--- src/aluf_pkg.sv ---
// shared constants and types for the alu status flag block
package aluf_pkg;

    // datapath and bus widths
    localparam int unsigned DATA_W = 8;
    localparam int unsigned FLAG_W = 5;
    localparam int unsigned ADDR_W = 12;
    localparam int unsigned BUS_W = 32;

    // flag bit positions inside the flag register, then bit positions inside the result byte
    localparam int unsigned CARRY_BIT = 0;
    localparam int unsigned DIGIT_CARRY_BIT = 1;
    localparam int unsigned ZERO_BIT = 2;
    localparam int unsigned OVERFLOW_BIT = 3;
    localparam int unsigned NEGATIVE_BIT = 4;
    localparam int unsigned SIGN_BIT = 7;
    localparam int unsigned NIBBLE_BIT = 4;
    localparam int unsigned LOW_NIBBLE_TOP = 3;

    // flag update masks
    localparam logic [4:0] MASK_NONE = 5'h00;
    localparam logic [4:0] MASK_ALL = 5'h1f;
    localparam logic [4:0] MASK_ZERO = 5'h04;
    localparam logic [4:0] MASK_ZERO_NEG = 5'h14;
    localparam logic [4:0] MASK_ROTATE = 5'h17;

    // apb register byte offsets
    localparam logic [11:0] FLAG_OFS = 12'h000;
    localparam logic [11:0] CTRL_OFS = 12'h004;
    localparam logic [11:0] RESULT_OFS = 12'h008;
    localparam logic [11:0] MODE_OFS = 12'h00c;

    // control register layout and reset values
    localparam int unsigned CTRL_EXT_BIT = 0;
    localparam logic [4:0] FLAG_RESET = 5'h00;
    localparam logic [7:0] RESULT_RESET = 8'h00;
    localparam logic [7:0] ZERO_BYTE = 8'h00;
    localparam logic [31:0] BUS_ZERO = 32'h0000_0000;

    // direct addresses below this with the access bit clear select indexed mode when the extended set is on
    localparam logic [7:0] INDEX_LIMIT = 8'h60;

    // operations issued by the execution core
    typedef enum logic [4:0] {
        OP_ADD_W_FILE,
        OP_ADD_LITERAL,
        OP_SUB_FROM_LITERAL,
        OP_SUB_W_FROM_FILE,
        OP_ROTATE_RIGHT,
        OP_ROTATE_LEFT,
        OP_AND,
        OP_IOR,
        OP_XOR,
        OP_MOVE_FILE,
        OP_CLEAR_FILE,
        OP_BIT_CLEAR,
        OP_BIT_SET,
        OP_NIBBLE_SWAP,
        OP_FILE_TO_FILE_MOVE,
        OP_W_TO_FILE_MOVE
    } aluf_op_t;

    // data addressing modes
    typedef enum logic [2:0] {
        MODE_INHERENT,
        MODE_LITERAL,
        MODE_DIRECT,
        MODE_INDIRECT,
        MODE_INDEXED
    } aluf_mode_t;

endpackage

--- src/aluf_flags.sv ---
// alu status flag register with apb access and addressing mode select
// Function
// RQ1: flag destination never overrides computed flags
// RQ2: clear file sets zero, keeps others
// RQ3: bit, swap and moves leave flags
// RQ4: flag register works as normal operand
// RQ5: subtract adds complement, carry means no-borrow
// RQ6: upper three bits read zero always
// RQ7: negative follows result top bit
// RQ8: overflow when signed sign bit flips
// RQ9: zero set when result is zero
// RQ10: digit carry from low nibble carry
// RQ11: carry from most significant result bit
// RQ12: rotate loads digit carry bit four/three
// RQ13: rotate loads carry from end bit
// RQ14: data memory modes only; program via counter
// RQ15: mode fixed or operand-selected per instruction
// RQ16: indexed mode only with extended set (the code also passes a MODE_INDEXED operand through when it is off)
// RQ17: flags update with the result write
`timescale 1ns/10ps

module aluf_flags (
    input wire logic ref_clk,
    input wire logic nrst,
    input wire logic psel,
    input wire logic penable,
    input wire logic pwrite,
    input wire logic [11:0] paddr,
    input wire logic [31:0] pwdata,
    output logic [31:0] prdata,
    output logic pready,
    output logic pslverr,
    input wire logic exec_valid,
    input wire aluf_pkg::aluf_op_t exec_op,
    input wire logic [7:0] exec_w,
    input wire logic [7:0] exec_file,
    input wire logic [2:0] exec_bit,
    input wire logic exec_dest_flags,
    input wire aluf_pkg::aluf_mode_t exec_mode,
    input wire logic exec_access_bit,
    output logic [4:0] flags,
    output logic [7:0] alu_result,
    output logic result_valid,
    output aluf_pkg::aluf_mode_t addr_mode
);

    // control and status state
    logic ext_enable;

    // adds two bytes with carry in, returns {carry, digit carry, sum}
    function automatic logic [9:0] add_with_carry(
        input logic [7:0] a,
        input logic [7:0] b,
        input logic cin
    );
        logic [8:0] full;
        logic [4:0] low;
        full = {1'b0, a} + {1'b0, b} + {8'h00, cin};
        low = {1'b0, a[3:0]} + {1'b0, b[3:0]} + {4'h0, cin};
        add_with_carry = {full[8], low[4], full[7:0]};
    endfunction

    // operand selection for the adder
    logic is_add;
    logic is_sub;
    logic [7:0] add_a;
    logic [7:0] add_b;
    logic add_cin;
    logic [9:0] add_out;
    logic [7:0] add_sum;
    logic add_carry;
    logic add_dc;
    logic add_ov;

    assign is_add = (exec_op == aluf_pkg::OP_ADD_W_FILE) || (exec_op == aluf_pkg::OP_ADD_LITERAL);
    assign is_sub = (exec_op == aluf_pkg::OP_SUB_FROM_LITERAL) || (exec_op == aluf_pkg::OP_SUB_W_FROM_FILE);
    // subtraction adds the two's complement of w, so carry high means no borrow
    assign add_a = exec_file;
    assign add_b = is_sub ? ~exec_w : exec_w; // [RQ5]
    assign add_cin = is_sub; // [RQ5]
    assign add_out = add_with_carry(add_a, add_b, add_cin);
    assign add_sum = add_out[7:0];
    assign add_carry = add_out[9]; // [RQ11]
    assign add_dc = add_out[8]; // [RQ10]
    // signed overflow: equal operand signs but result sign differs
    assign add_ov = (add_a[aluf_pkg::SIGN_BIT] == add_b[aluf_pkg::SIGN_BIT])
        && (add_sum[aluf_pkg::SIGN_BIT] != add_a[aluf_pkg::SIGN_BIT]); // [RQ8]

    // rotate through carry
    logic cur_carry;
    logic [7:0] rot_right;
    logic [7:0] rot_left;

    assign cur_carry = flags[aluf_pkg::CARRY_BIT];
    assign rot_right = {cur_carry, exec_file[7:1]};
    assign rot_left = {exec_file[6:0], cur_carry};

    // bits that rotates move into carry and digit carry
    logic rr_carry;
    logic rr_dc;
    logic rl_carry;
    logic rl_dc;

    assign rr_carry = exec_file[0]; // [RQ13]
    assign rr_dc = exec_file[aluf_pkg::NIBBLE_BIT]; // [RQ12]
    assign rl_carry = exec_file[aluf_pkg::SIGN_BIT]; // [RQ13]
    assign rl_dc = exec_file[aluf_pkg::LOW_NIBBLE_TOP]; // [RQ12]

    // single bit masks for bit clear and set
    logic [7:0] bit_mask;

    assign bit_mask = 8'h01 << exec_bit;

    // result and flag update mask per operation
    logic [7:0] op_result;
    logic [4:0] upd_mask;
    logic calc_carry;
    logic calc_dc;
    logic calc_ov;

    always_comb begin
        op_result = exec_file;
        upd_mask = aluf_pkg::MASK_NONE;
        calc_carry = add_carry;
        calc_dc = add_dc;
        calc_ov = add_ov;
        unique case (exec_op)
            aluf_pkg::OP_ADD_W_FILE,
            aluf_pkg::OP_ADD_LITERAL,
            aluf_pkg::OP_SUB_FROM_LITERAL,
            aluf_pkg::OP_SUB_W_FROM_FILE: begin
                op_result = add_sum;
                upd_mask = aluf_pkg::MASK_ALL; // [RQ10] [RQ11]
            end
            aluf_pkg::OP_ROTATE_RIGHT: begin
                op_result = rot_right;
                upd_mask = aluf_pkg::MASK_ROTATE;
                calc_carry = rr_carry; // [RQ13]
                calc_dc = rr_dc; // [RQ12]
            end
            aluf_pkg::OP_ROTATE_LEFT: begin
                op_result = rot_left;
                upd_mask = aluf_pkg::MASK_ROTATE;
                calc_carry = rl_carry; // [RQ13]
                calc_dc = rl_dc; // [RQ12]
            end
            aluf_pkg::OP_AND: begin
                op_result = exec_file & exec_w;
                upd_mask = aluf_pkg::MASK_ZERO_NEG;
            end
            aluf_pkg::OP_IOR: begin
                op_result = exec_file | exec_w;
                upd_mask = aluf_pkg::MASK_ZERO_NEG;
            end
            aluf_pkg::OP_XOR: begin
                op_result = exec_file ^ exec_w;
                upd_mask = aluf_pkg::MASK_ZERO_NEG;
            end
            aluf_pkg::OP_MOVE_FILE: begin
                op_result = exec_file;
                upd_mask = aluf_pkg::MASK_ZERO_NEG;
            end
            aluf_pkg::OP_CLEAR_FILE: begin
                op_result = aluf_pkg::ZERO_BYTE;
                upd_mask = aluf_pkg::MASK_ZERO; // [RQ2]
            end
            // these leave every arithmetic flag alone unless the flag register is their destination
            aluf_pkg::OP_BIT_CLEAR: op_result = exec_file & ~bit_mask; // [RQ3]
            aluf_pkg::OP_BIT_SET: op_result = exec_file | bit_mask; // [RQ3]
            aluf_pkg::OP_NIBBLE_SWAP: op_result = {exec_file[3:0], exec_file[7:4]}; // [RQ3]
            aluf_pkg::OP_FILE_TO_FILE_MOVE: op_result = exec_file; // [RQ3]
            aluf_pkg::OP_W_TO_FILE_MOVE: op_result = exec_w; // [RQ3]
            // undefined operation codes pass the file through and leave flags alone unless the flag register is the destination
            default: begin
                op_result = exec_file;
                upd_mask = aluf_pkg::MASK_NONE;
            end
        endcase
    end

    // flag values produced by the flag logic
    logic [4:0] calc_flags;

    assign calc_flags[aluf_pkg::CARRY_BIT] = calc_carry;
    assign calc_flags[aluf_pkg::DIGIT_CARRY_BIT] = calc_dc;
    assign calc_flags[aluf_pkg::ZERO_BIT] = (op_result == aluf_pkg::ZERO_BYTE); // [RQ9]
    assign calc_flags[aluf_pkg::OVERFLOW_BIT] = calc_ov; // [RQ8]
    assign calc_flags[aluf_pkg::NEGATIVE_BIT] = op_result[aluf_pkg::SIGN_BIT]; // [RQ7]

    // data written back when the flag register is the destination
    logic [4:0] dest_data;
    logic [4:0] exec_flags;
    logic flag_write_blocked;

    // an instruction that touches any flag locks all five bits against its own write
    assign flag_write_blocked = (upd_mask != aluf_pkg::MASK_NONE); // [RQ1]
    assign dest_data = (exec_dest_flags && !flag_write_blocked) ? op_result[4:0] : flags; // [RQ4]
    // untouched flags keep their value, so clear file only sets zero
    assign exec_flags = (calc_flags & upd_mask) | (dest_data & ~upd_mask); // [RQ1] [RQ2]

    // addressing mode resolution
    logic idx_hit;
    aluf_pkg::aluf_mode_t next_addr_mode;

    // indexed mode replaces access-bank direct only with the extended set
    assign idx_hit = ext_enable && !exec_access_bit && (exec_file < aluf_pkg::INDEX_LIMIT); // [RQ16]
    // program memory never reaches here; only data modes resolve
    assign next_addr_mode = ((exec_mode == aluf_pkg::MODE_DIRECT) && idx_hit)
        ? aluf_pkg::MODE_INDEXED : exec_mode; // [RQ14] [RQ15]

    // apb decode, one select per mapped register
    logic setup_phase;
    logic access_done;
    logic wr_flags;
    logic wr_ctrl;
    logic addr_hit;
    logic sel_flag_reg;
    logic sel_ctrl_reg;
    logic sel_result_reg;
    logic sel_mode_reg;
    logic [31:0] read_mux;

    assign setup_phase = psel && !penable;
    assign access_done = psel && penable && pready;
    assign sel_flag_reg = (paddr == aluf_pkg::FLAG_OFS);
    assign sel_ctrl_reg = (paddr == aluf_pkg::CTRL_OFS);
    assign sel_result_reg = (paddr == aluf_pkg::RESULT_OFS);
    assign sel_mode_reg = (paddr == aluf_pkg::MODE_OFS);
    // unmapped addresses answer with an error and no data
    assign addr_hit = sel_flag_reg || sel_ctrl_reg || sel_result_reg || sel_mode_reg;
    // result and mode registers are read-only, writes there fall away
    assign wr_flags = access_done && pwrite && sel_flag_reg;
    assign wr_ctrl = access_done && pwrite && sel_ctrl_reg;

    // read data, unused upper bits read zero
    always_comb begin
        read_mux = aluf_pkg::BUS_ZERO;
        if (sel_flag_reg) begin
            read_mux[4:0] = flags; // [RQ6]
        end else if (sel_ctrl_reg) begin
            read_mux[aluf_pkg::CTRL_EXT_BIT] = ext_enable;
        end else if (sel_result_reg) begin
            read_mux[7:0] = alu_result;
        end else if (sel_mode_reg) begin
            read_mux[2:0] = addr_mode;
        end
    end

    // next flag value: core result beats a bus write in the same cycle
    logic [4:0] next_flags;
    logic [4:0] bus_flags;

    // only the five flag bits are stored, bits 7..5 of a write fall away
    assign bus_flags = pwdata[4:0]; // [RQ6]
    assign next_flags = exec_valid ? exec_flags
        : (wr_flags ? bus_flags : flags); // [RQ4]

    // flag register, updated on the same edge as the result
    // cleared on reset so that the first read is defined
    always_ff @(posedge ref_clk) begin
        if (!nrst) begin
            flags <= aluf_pkg::FLAG_RESET;
        end else begin
            flags <= next_flags; // [RQ17]
        end
    end

    // result and mode capture
    always_ff @(posedge ref_clk) begin
        if (!nrst) begin
            alu_result <= aluf_pkg::RESULT_RESET;
            result_valid <= 1'b0;
            addr_mode <= aluf_pkg::MODE_INHERENT;
        end else begin
            result_valid <= exec_valid;
            if (exec_valid) begin
                alu_result <= op_result; // [RQ17]
                addr_mode <= next_addr_mode;
            end
        end
    end

    // extended set control bit
    always_ff @(posedge ref_clk) begin
        if (!nrst) begin
            ext_enable <= 1'b0;
        end else if (wr_ctrl) begin
            ext_enable <= pwdata[aluf_pkg::CTRL_EXT_BIT]; // [RQ16]
        end
    end

    // apb answer: one wait-free access phase after each setup
    always_ff @(posedge ref_clk) begin
        if (!nrst) begin
            pready <= 1'b0;
            pslverr <= 1'b0;
            prdata <= aluf_pkg::BUS_ZERO;
        end else begin
            pready <= setup_phase;
            pslverr <= setup_phase && !addr_hit;
            if (setup_phase) begin
                prdata <= addr_hit ? read_mux : aluf_pkg::BUS_ZERO;
            end
        end
    end

endmodule

--- config.mk ---
export PLATFORM = sky130hd
export DESIGN_NAME = aluf_flags
export DESIGN_NICKNAME = d
export VERILOG_FILES = /design/src/aluf_pkg.sv /design/src/aluf_flags.sv
export SDC_FILE = /design/constraint.sdc
export NUM_CORES = 1
export LEC_CHECK = 0
export ABC_AREA = 1
export BUFFER_PORTS_ARGS = -buffer_cell sky130_fd_sc_hd__buf_2
export CORE_MARGIN = 10
export CORE_UTILIZATION = 44
export DETAILED_ROUTE_END_ITERATION = 12
export GPL_TIMING_DRIVEN = 1
export PLACE_DENSITY = 0.85
export SLEW_MARGIN = 10
export SYNTH_ARGS = -nofsm -noshare
export SYNTH_HDL_FRONTEND = slang
export SYNTH_SLANG_ARGS = --single-unit
--- constraint.sdc ---
create_clock -name ref_clk -period 2.6 [get_ports ref_clk]
set_input_delay 0.13 -clock ref_clk [delete_from_list [all_inputs] [get_ports ref_clk]]
set_output_delay 0.13 -clock ref_clk [all_outputs]
set_load 0.05 [all_outputs]
**Yosys cells after proc, flatten, opt, wreduce, memory -nomap -nowiden**

Cells that the tools add are included.

- Register bits after elaboration: 52
- Bits of input ports: 79
- Logic and storage cells: 90

- Add/subtract/negate cells: 4
- Magnitude comparators: 1
- Equality and inequality tests: 20
- Shift operators: 1
- Multiplexer cells: 17
- Bitwise gates (word level): 11
- Reductions and logical operators: 28

Operators by type and width:

| operator | number |
|---|---|
| 8-bit one-hot mux with 11 select lines | 1 |
| 5-bit by 4-bit == test with 1-bit output (second input constant) | 7 |
| 5-bit two-way mux | 5 |
| 12-bit by 4-bit == test with 1-bit output (second input constant) | 2 |
| 5-bit by 3-bit == test with 1-bit output (second input constant) | 4 |
| 5-bit one-hot mux with 4 select lines | 1 |
| 8-bit bitwise AND | 2 |
| 8-bit two-way mux | 2 |
| 8-bit NOT | 2 |
| 8-bit OR | 2 |
| 12-bit by 3-bit == test with 1-bit output (second input constant) | 1 |
| 1-bit logical AND | 12 |
| 12-bit logical NOT | 1 |
| 3-bit two-way mux | 4 |
| 5-bit bitwise AND | 2 |
| 5-bit by 2-bit == test with 1-bit output (second input constant) | 2 |
| 8-bit by 8-bit adder with 9-bit output | 1 |
| 9-bit by 1-bit adder with 9-bit output | 1 |
| 8-bit logical NOT | 1 |
| 8-bit by 7-bit < comparator with 1-bit output (second input constant) | 1 |
| 4-bit OR reduction | 2 |
| 1-bit by 3-bit << shifter with 8-bit output (first input constant) | 1 |
| 8-bit bitwise XOR | 1 |
| 7-bit two-way mux | 1 |
| other kinds (16) | 23 |

**Longest topological paths before layout**

- Depth after elaboration: 10
- Depth in mapped cells: 21

**Least setup slack after synthesis**

No wires, ideal clock.

- Kind: input-to-reg
- Start: input port exec_op[3]
- End: register (tool-made name)
- Library setup time: 69 ps
- Data arrival time: 2428 ps
- Required time: 2531 ps
- Slack: 104 ps
- Stages on the path: 18
- Path buffers: 0
- Cell sequence: nor2_1 -> inv_1 -> nor3_2 -> xor2_1 -> fa_1 -> xnor2_1 -> nor2_1 -> nor2_1 -> nand2_1 -> nor2_1 -> nand3_1 -> nand2_1 -> nand3_2 -> nor2_1 -> nand3_1 -> nand2_1 -> nand2_1 -> a21oi_2

RTL lines:

| what | line | RTL |
|---|---|---|
| start, declared | aluf_flags.sv:34 | `input wire aluf_pkg::aluf_op_t exec_op,` |

==> results.sh <==
export IMPL_grt_pass1_wl_um=17600
export IMPL_ctsHoldBuffers=0
export IMPL_drt_initial_drc_count=429
export IMPL_core_mm2=0.00679
export IMPL_grt_max_degree=21
export IMPL_synth_compound_area_share_pct=18.1
export IMPL_fin_cells=707
export IMPL_crit_path_max_fanout=4
export IMPL_total_power_mw=1.37
export IMPL_n_fill_cell=709
export IMPL_finalHoldViolCount=0
export IMPL_min_path_type="primary input to flip-flop"
export IMPL_hold_depth=3
export IMPL_worstSetupEndpointType="flip-flop"
export IMPL_clock_path_buffers=2
export IMPL_final_layout_size_suffix_gt1_share_pct=21.3
export IMPL_grt_pass1_vias=3570
export IMPL_place_gp_congestion=0.958
export IMPL_p_leak_nw=1.86
export IMPL_startpoint_type="primary input"
export IMPL_die_area_mm2=0.0107
export IMPL_min_period_ns=2.42
export IMPL_postRouteAntennaNets=0
export IMPL_diodes=0
export IMPL_cts_buffers=3
export IMPL_initial_core_util_pct=45.1
export IMPL_syn_cell_area_mm2=0.00307
export IMPL_clkTransAtPathRegs_ns=0.09
export IMPL_num_rows=30
export IMPL_worst_hold_slack_ns=0.141
export IMPL_fmax_mhz=412
export IMPL_setup_ws_ns=0.175
export IMPL_drt_wirelength_per_cell_um=16.2
export IMPL_clock_sinks=28
export IMPL_io_buffers=78
export IMPL_outcome="finished, final reports clean"
export IMPL_root_buffer="clkbuf_8"
export IMPL_synth_top_area_cell="dfxtp_1"
export IMPL_ir_worst_vdd_mv=0.189
export IMPL_wl_um=11500
export IMPL_final_cell_mix="nand2_1, buf_2, nor2_1, inv_1, nand3_1"
export IMPL_viasPerCell=5.28
export IMPL_htree_num_levels=1
export IMPL_synth_top_family_by_area="simple AND/OR/NAND/NOR gates"
export IMPL_r2r_start="pready$_SDFF_PN0_"
export IMPL_synth_seq_cells=28
export IMPL_dp_cells=702
export IMPL_synth_top_area_share_pct=18.3
export IMPL_vias=3731
export IMPL_ys_types=47
export IMPL_finalClockSkew_ns=0.00741
export IMPL_cts_tree="done"
export IMPL_grt_overflow=0
export IMPL_die_width_um=103
export IMPL_synth_adder_area_share_pct=3.92
export IMPL_drt_pass1_iter_count=5
export IMPL_power_density_mw_per_mm2=377
export IMPL_ys_top_cells_by_area="dfxtp_1, nand2_1, nor2_1, inv_1, nand3_1"
export IMPL_rsz0062_at_grt="false"
export IMPL_place_ws_ns=-0.142
export IMPL_r2r_slack_ns=0.82
export IMPL_syn2layout_area_growth_pct=18.8
export IMPL_required_ns=2.80
export IMPL_insertion_delay_ns=0.28
export IMPL_worstSetupPathType="primary input to flip-flop"
export IMPL_synth_main_ff_cell="dfxtp_1"
export IMPL_r2r_cells=7
export IMPL_final_core_util_pct=53.6
export IMPL_synth_simple_area_share_pct=40.8
export IMPL_fp_dieH_um=103
export IMPL_maxSlewViolCount=0
export IMPL_muxShareOfSynthArea_pct=0
export IMPL_synth_xor_area_share_pct=3.14
export IMPL_hp_start="pwdata[3]"
export IMPL_dp_hpwl_um=9430
export IMPL_track_usage_pct=20.5
export IMPL_synthArstFlopShare_pct=0
export IMPL_syn_inst=523
export IMPL_period_share_pct=93.3
export IMPL_drc=0
export IMPL_nets=700
export IMPL_slew_headroom_pct=42.3
export IMPL_ys_warn_count=0
export IMPL_synth_seq_area_share_pct=18.3
export IMPL_ios=130
export IMPL_setup_violations=0
export IMPL_synth_avg_cell_area_um2=5.86
export IMPL_max_cap_violations=0
export IMPL_final_common_cell="nand2_1"
export IMPL_tightest_slew_ns=0.858
export IMPL_arrival_ns=2.63
export IMPL_synth_edf_count=0
export IMPL_antenna_found_initial=0
layer usage:
layer	global-route usage, %	up-vias	wire length, um
li1	-	1836	-
met1	27.3	1730	5010
met2	35.3	158	5430
met3	2.72	7	951
met4	2.46	0	72
met5	0	-	0
cells by family (layout without fill, tap and decap cells):
family                     count (synthesis)  in the layout
AOI/OAI and AO/OA                         95             95
DFF                                       28             28
and+or+nand+nor                          278            278
other                                      1             24
adders and majority gates                  9              9
buffers and inverters                    101            166
xor gates and xnor gates                  11             11
cells in the mapped netlist, types with 6 or more instances:
library cell / n
clkbuf_1: 6
buf_4: 24
xor2_1: 9
a21oi_1: 34
nand2_1: 136
inv_1: 61
o21ai_0: 34
nor2_1: 64
nor3_1: 6
o211ai_1: 7
nand3_1: 39
nand4_1: 10
dfxtp_1: 28
ha_1: 8
critical path, cell delays in order:
cell and delay (ns):
buf_2 0.12, nor2_2 0.14, inv_1 0.07, nor3_2 0.14, buf_4 0.17, xor2_1 0.10
fa_1 0.47, xnor2_1 0.20, nor2_1 0.08, nor2_1 0.12, nand2_1 0.06, nor2_1 0.10
nand3_1 0.11, nand2_1 0.13, nand3_2 0.08, nor2_1 0.10, nand3_1 0.09, nand2_1 0.07
nand2_1 0.06, a21oi_2 0.11
timing repair:
action	CTS	global route
gates resized for setup	0	7
buffers inserted	0	1
endpoints found under the setup margin	0	3
worst max path at each step:
stage	start	cells after the start	endpoint	slack (ns)
after detailed placement	exec_op[3]	19	flip-flop	-0.14
after global placement	exec_op[3]	19	flip-flop	-0.02
after CTS	exec_op[3]	19	flip-flop	0.13
final	exec_op[3]	20	flip-flop	0.18
after global routing	exec_op[3]	20	flip-flop	0.02
after floorplan	exec_op[3]	18	flip-flop	0.10
stage by stage:
stage          area [um2]  setup TNS [ns]
2_1_floorplan        3150               0
3_3_place_gp         3550         -0.0153
3_5_place_dp         3550          -0.349
4_1_cts              3600               0
5_1_grt              3640               0
6_report             3640               0
area by class of cell:
type                            count  area [um2]  area share [%]
Timing Repair Buffer               93         503            13.8
Inverter                           69         260            7.15
Multi-Input combinational cell    417        2140            58.8
Clock buffer                        4        55.1            1.51
Tap cell                           96         120            3.30
Sequential cell                    28         561            15.4
report_power, final:
group | internal [mW] | total (mW) | switching (mW)
Combinational | 0.177 | 0.630 | 0.453
Sequential | 0.451 | 0.467 | 0.0156
Clock | 0.136 | 0.275 | 0.139
(Power assumes the default switching activity.)
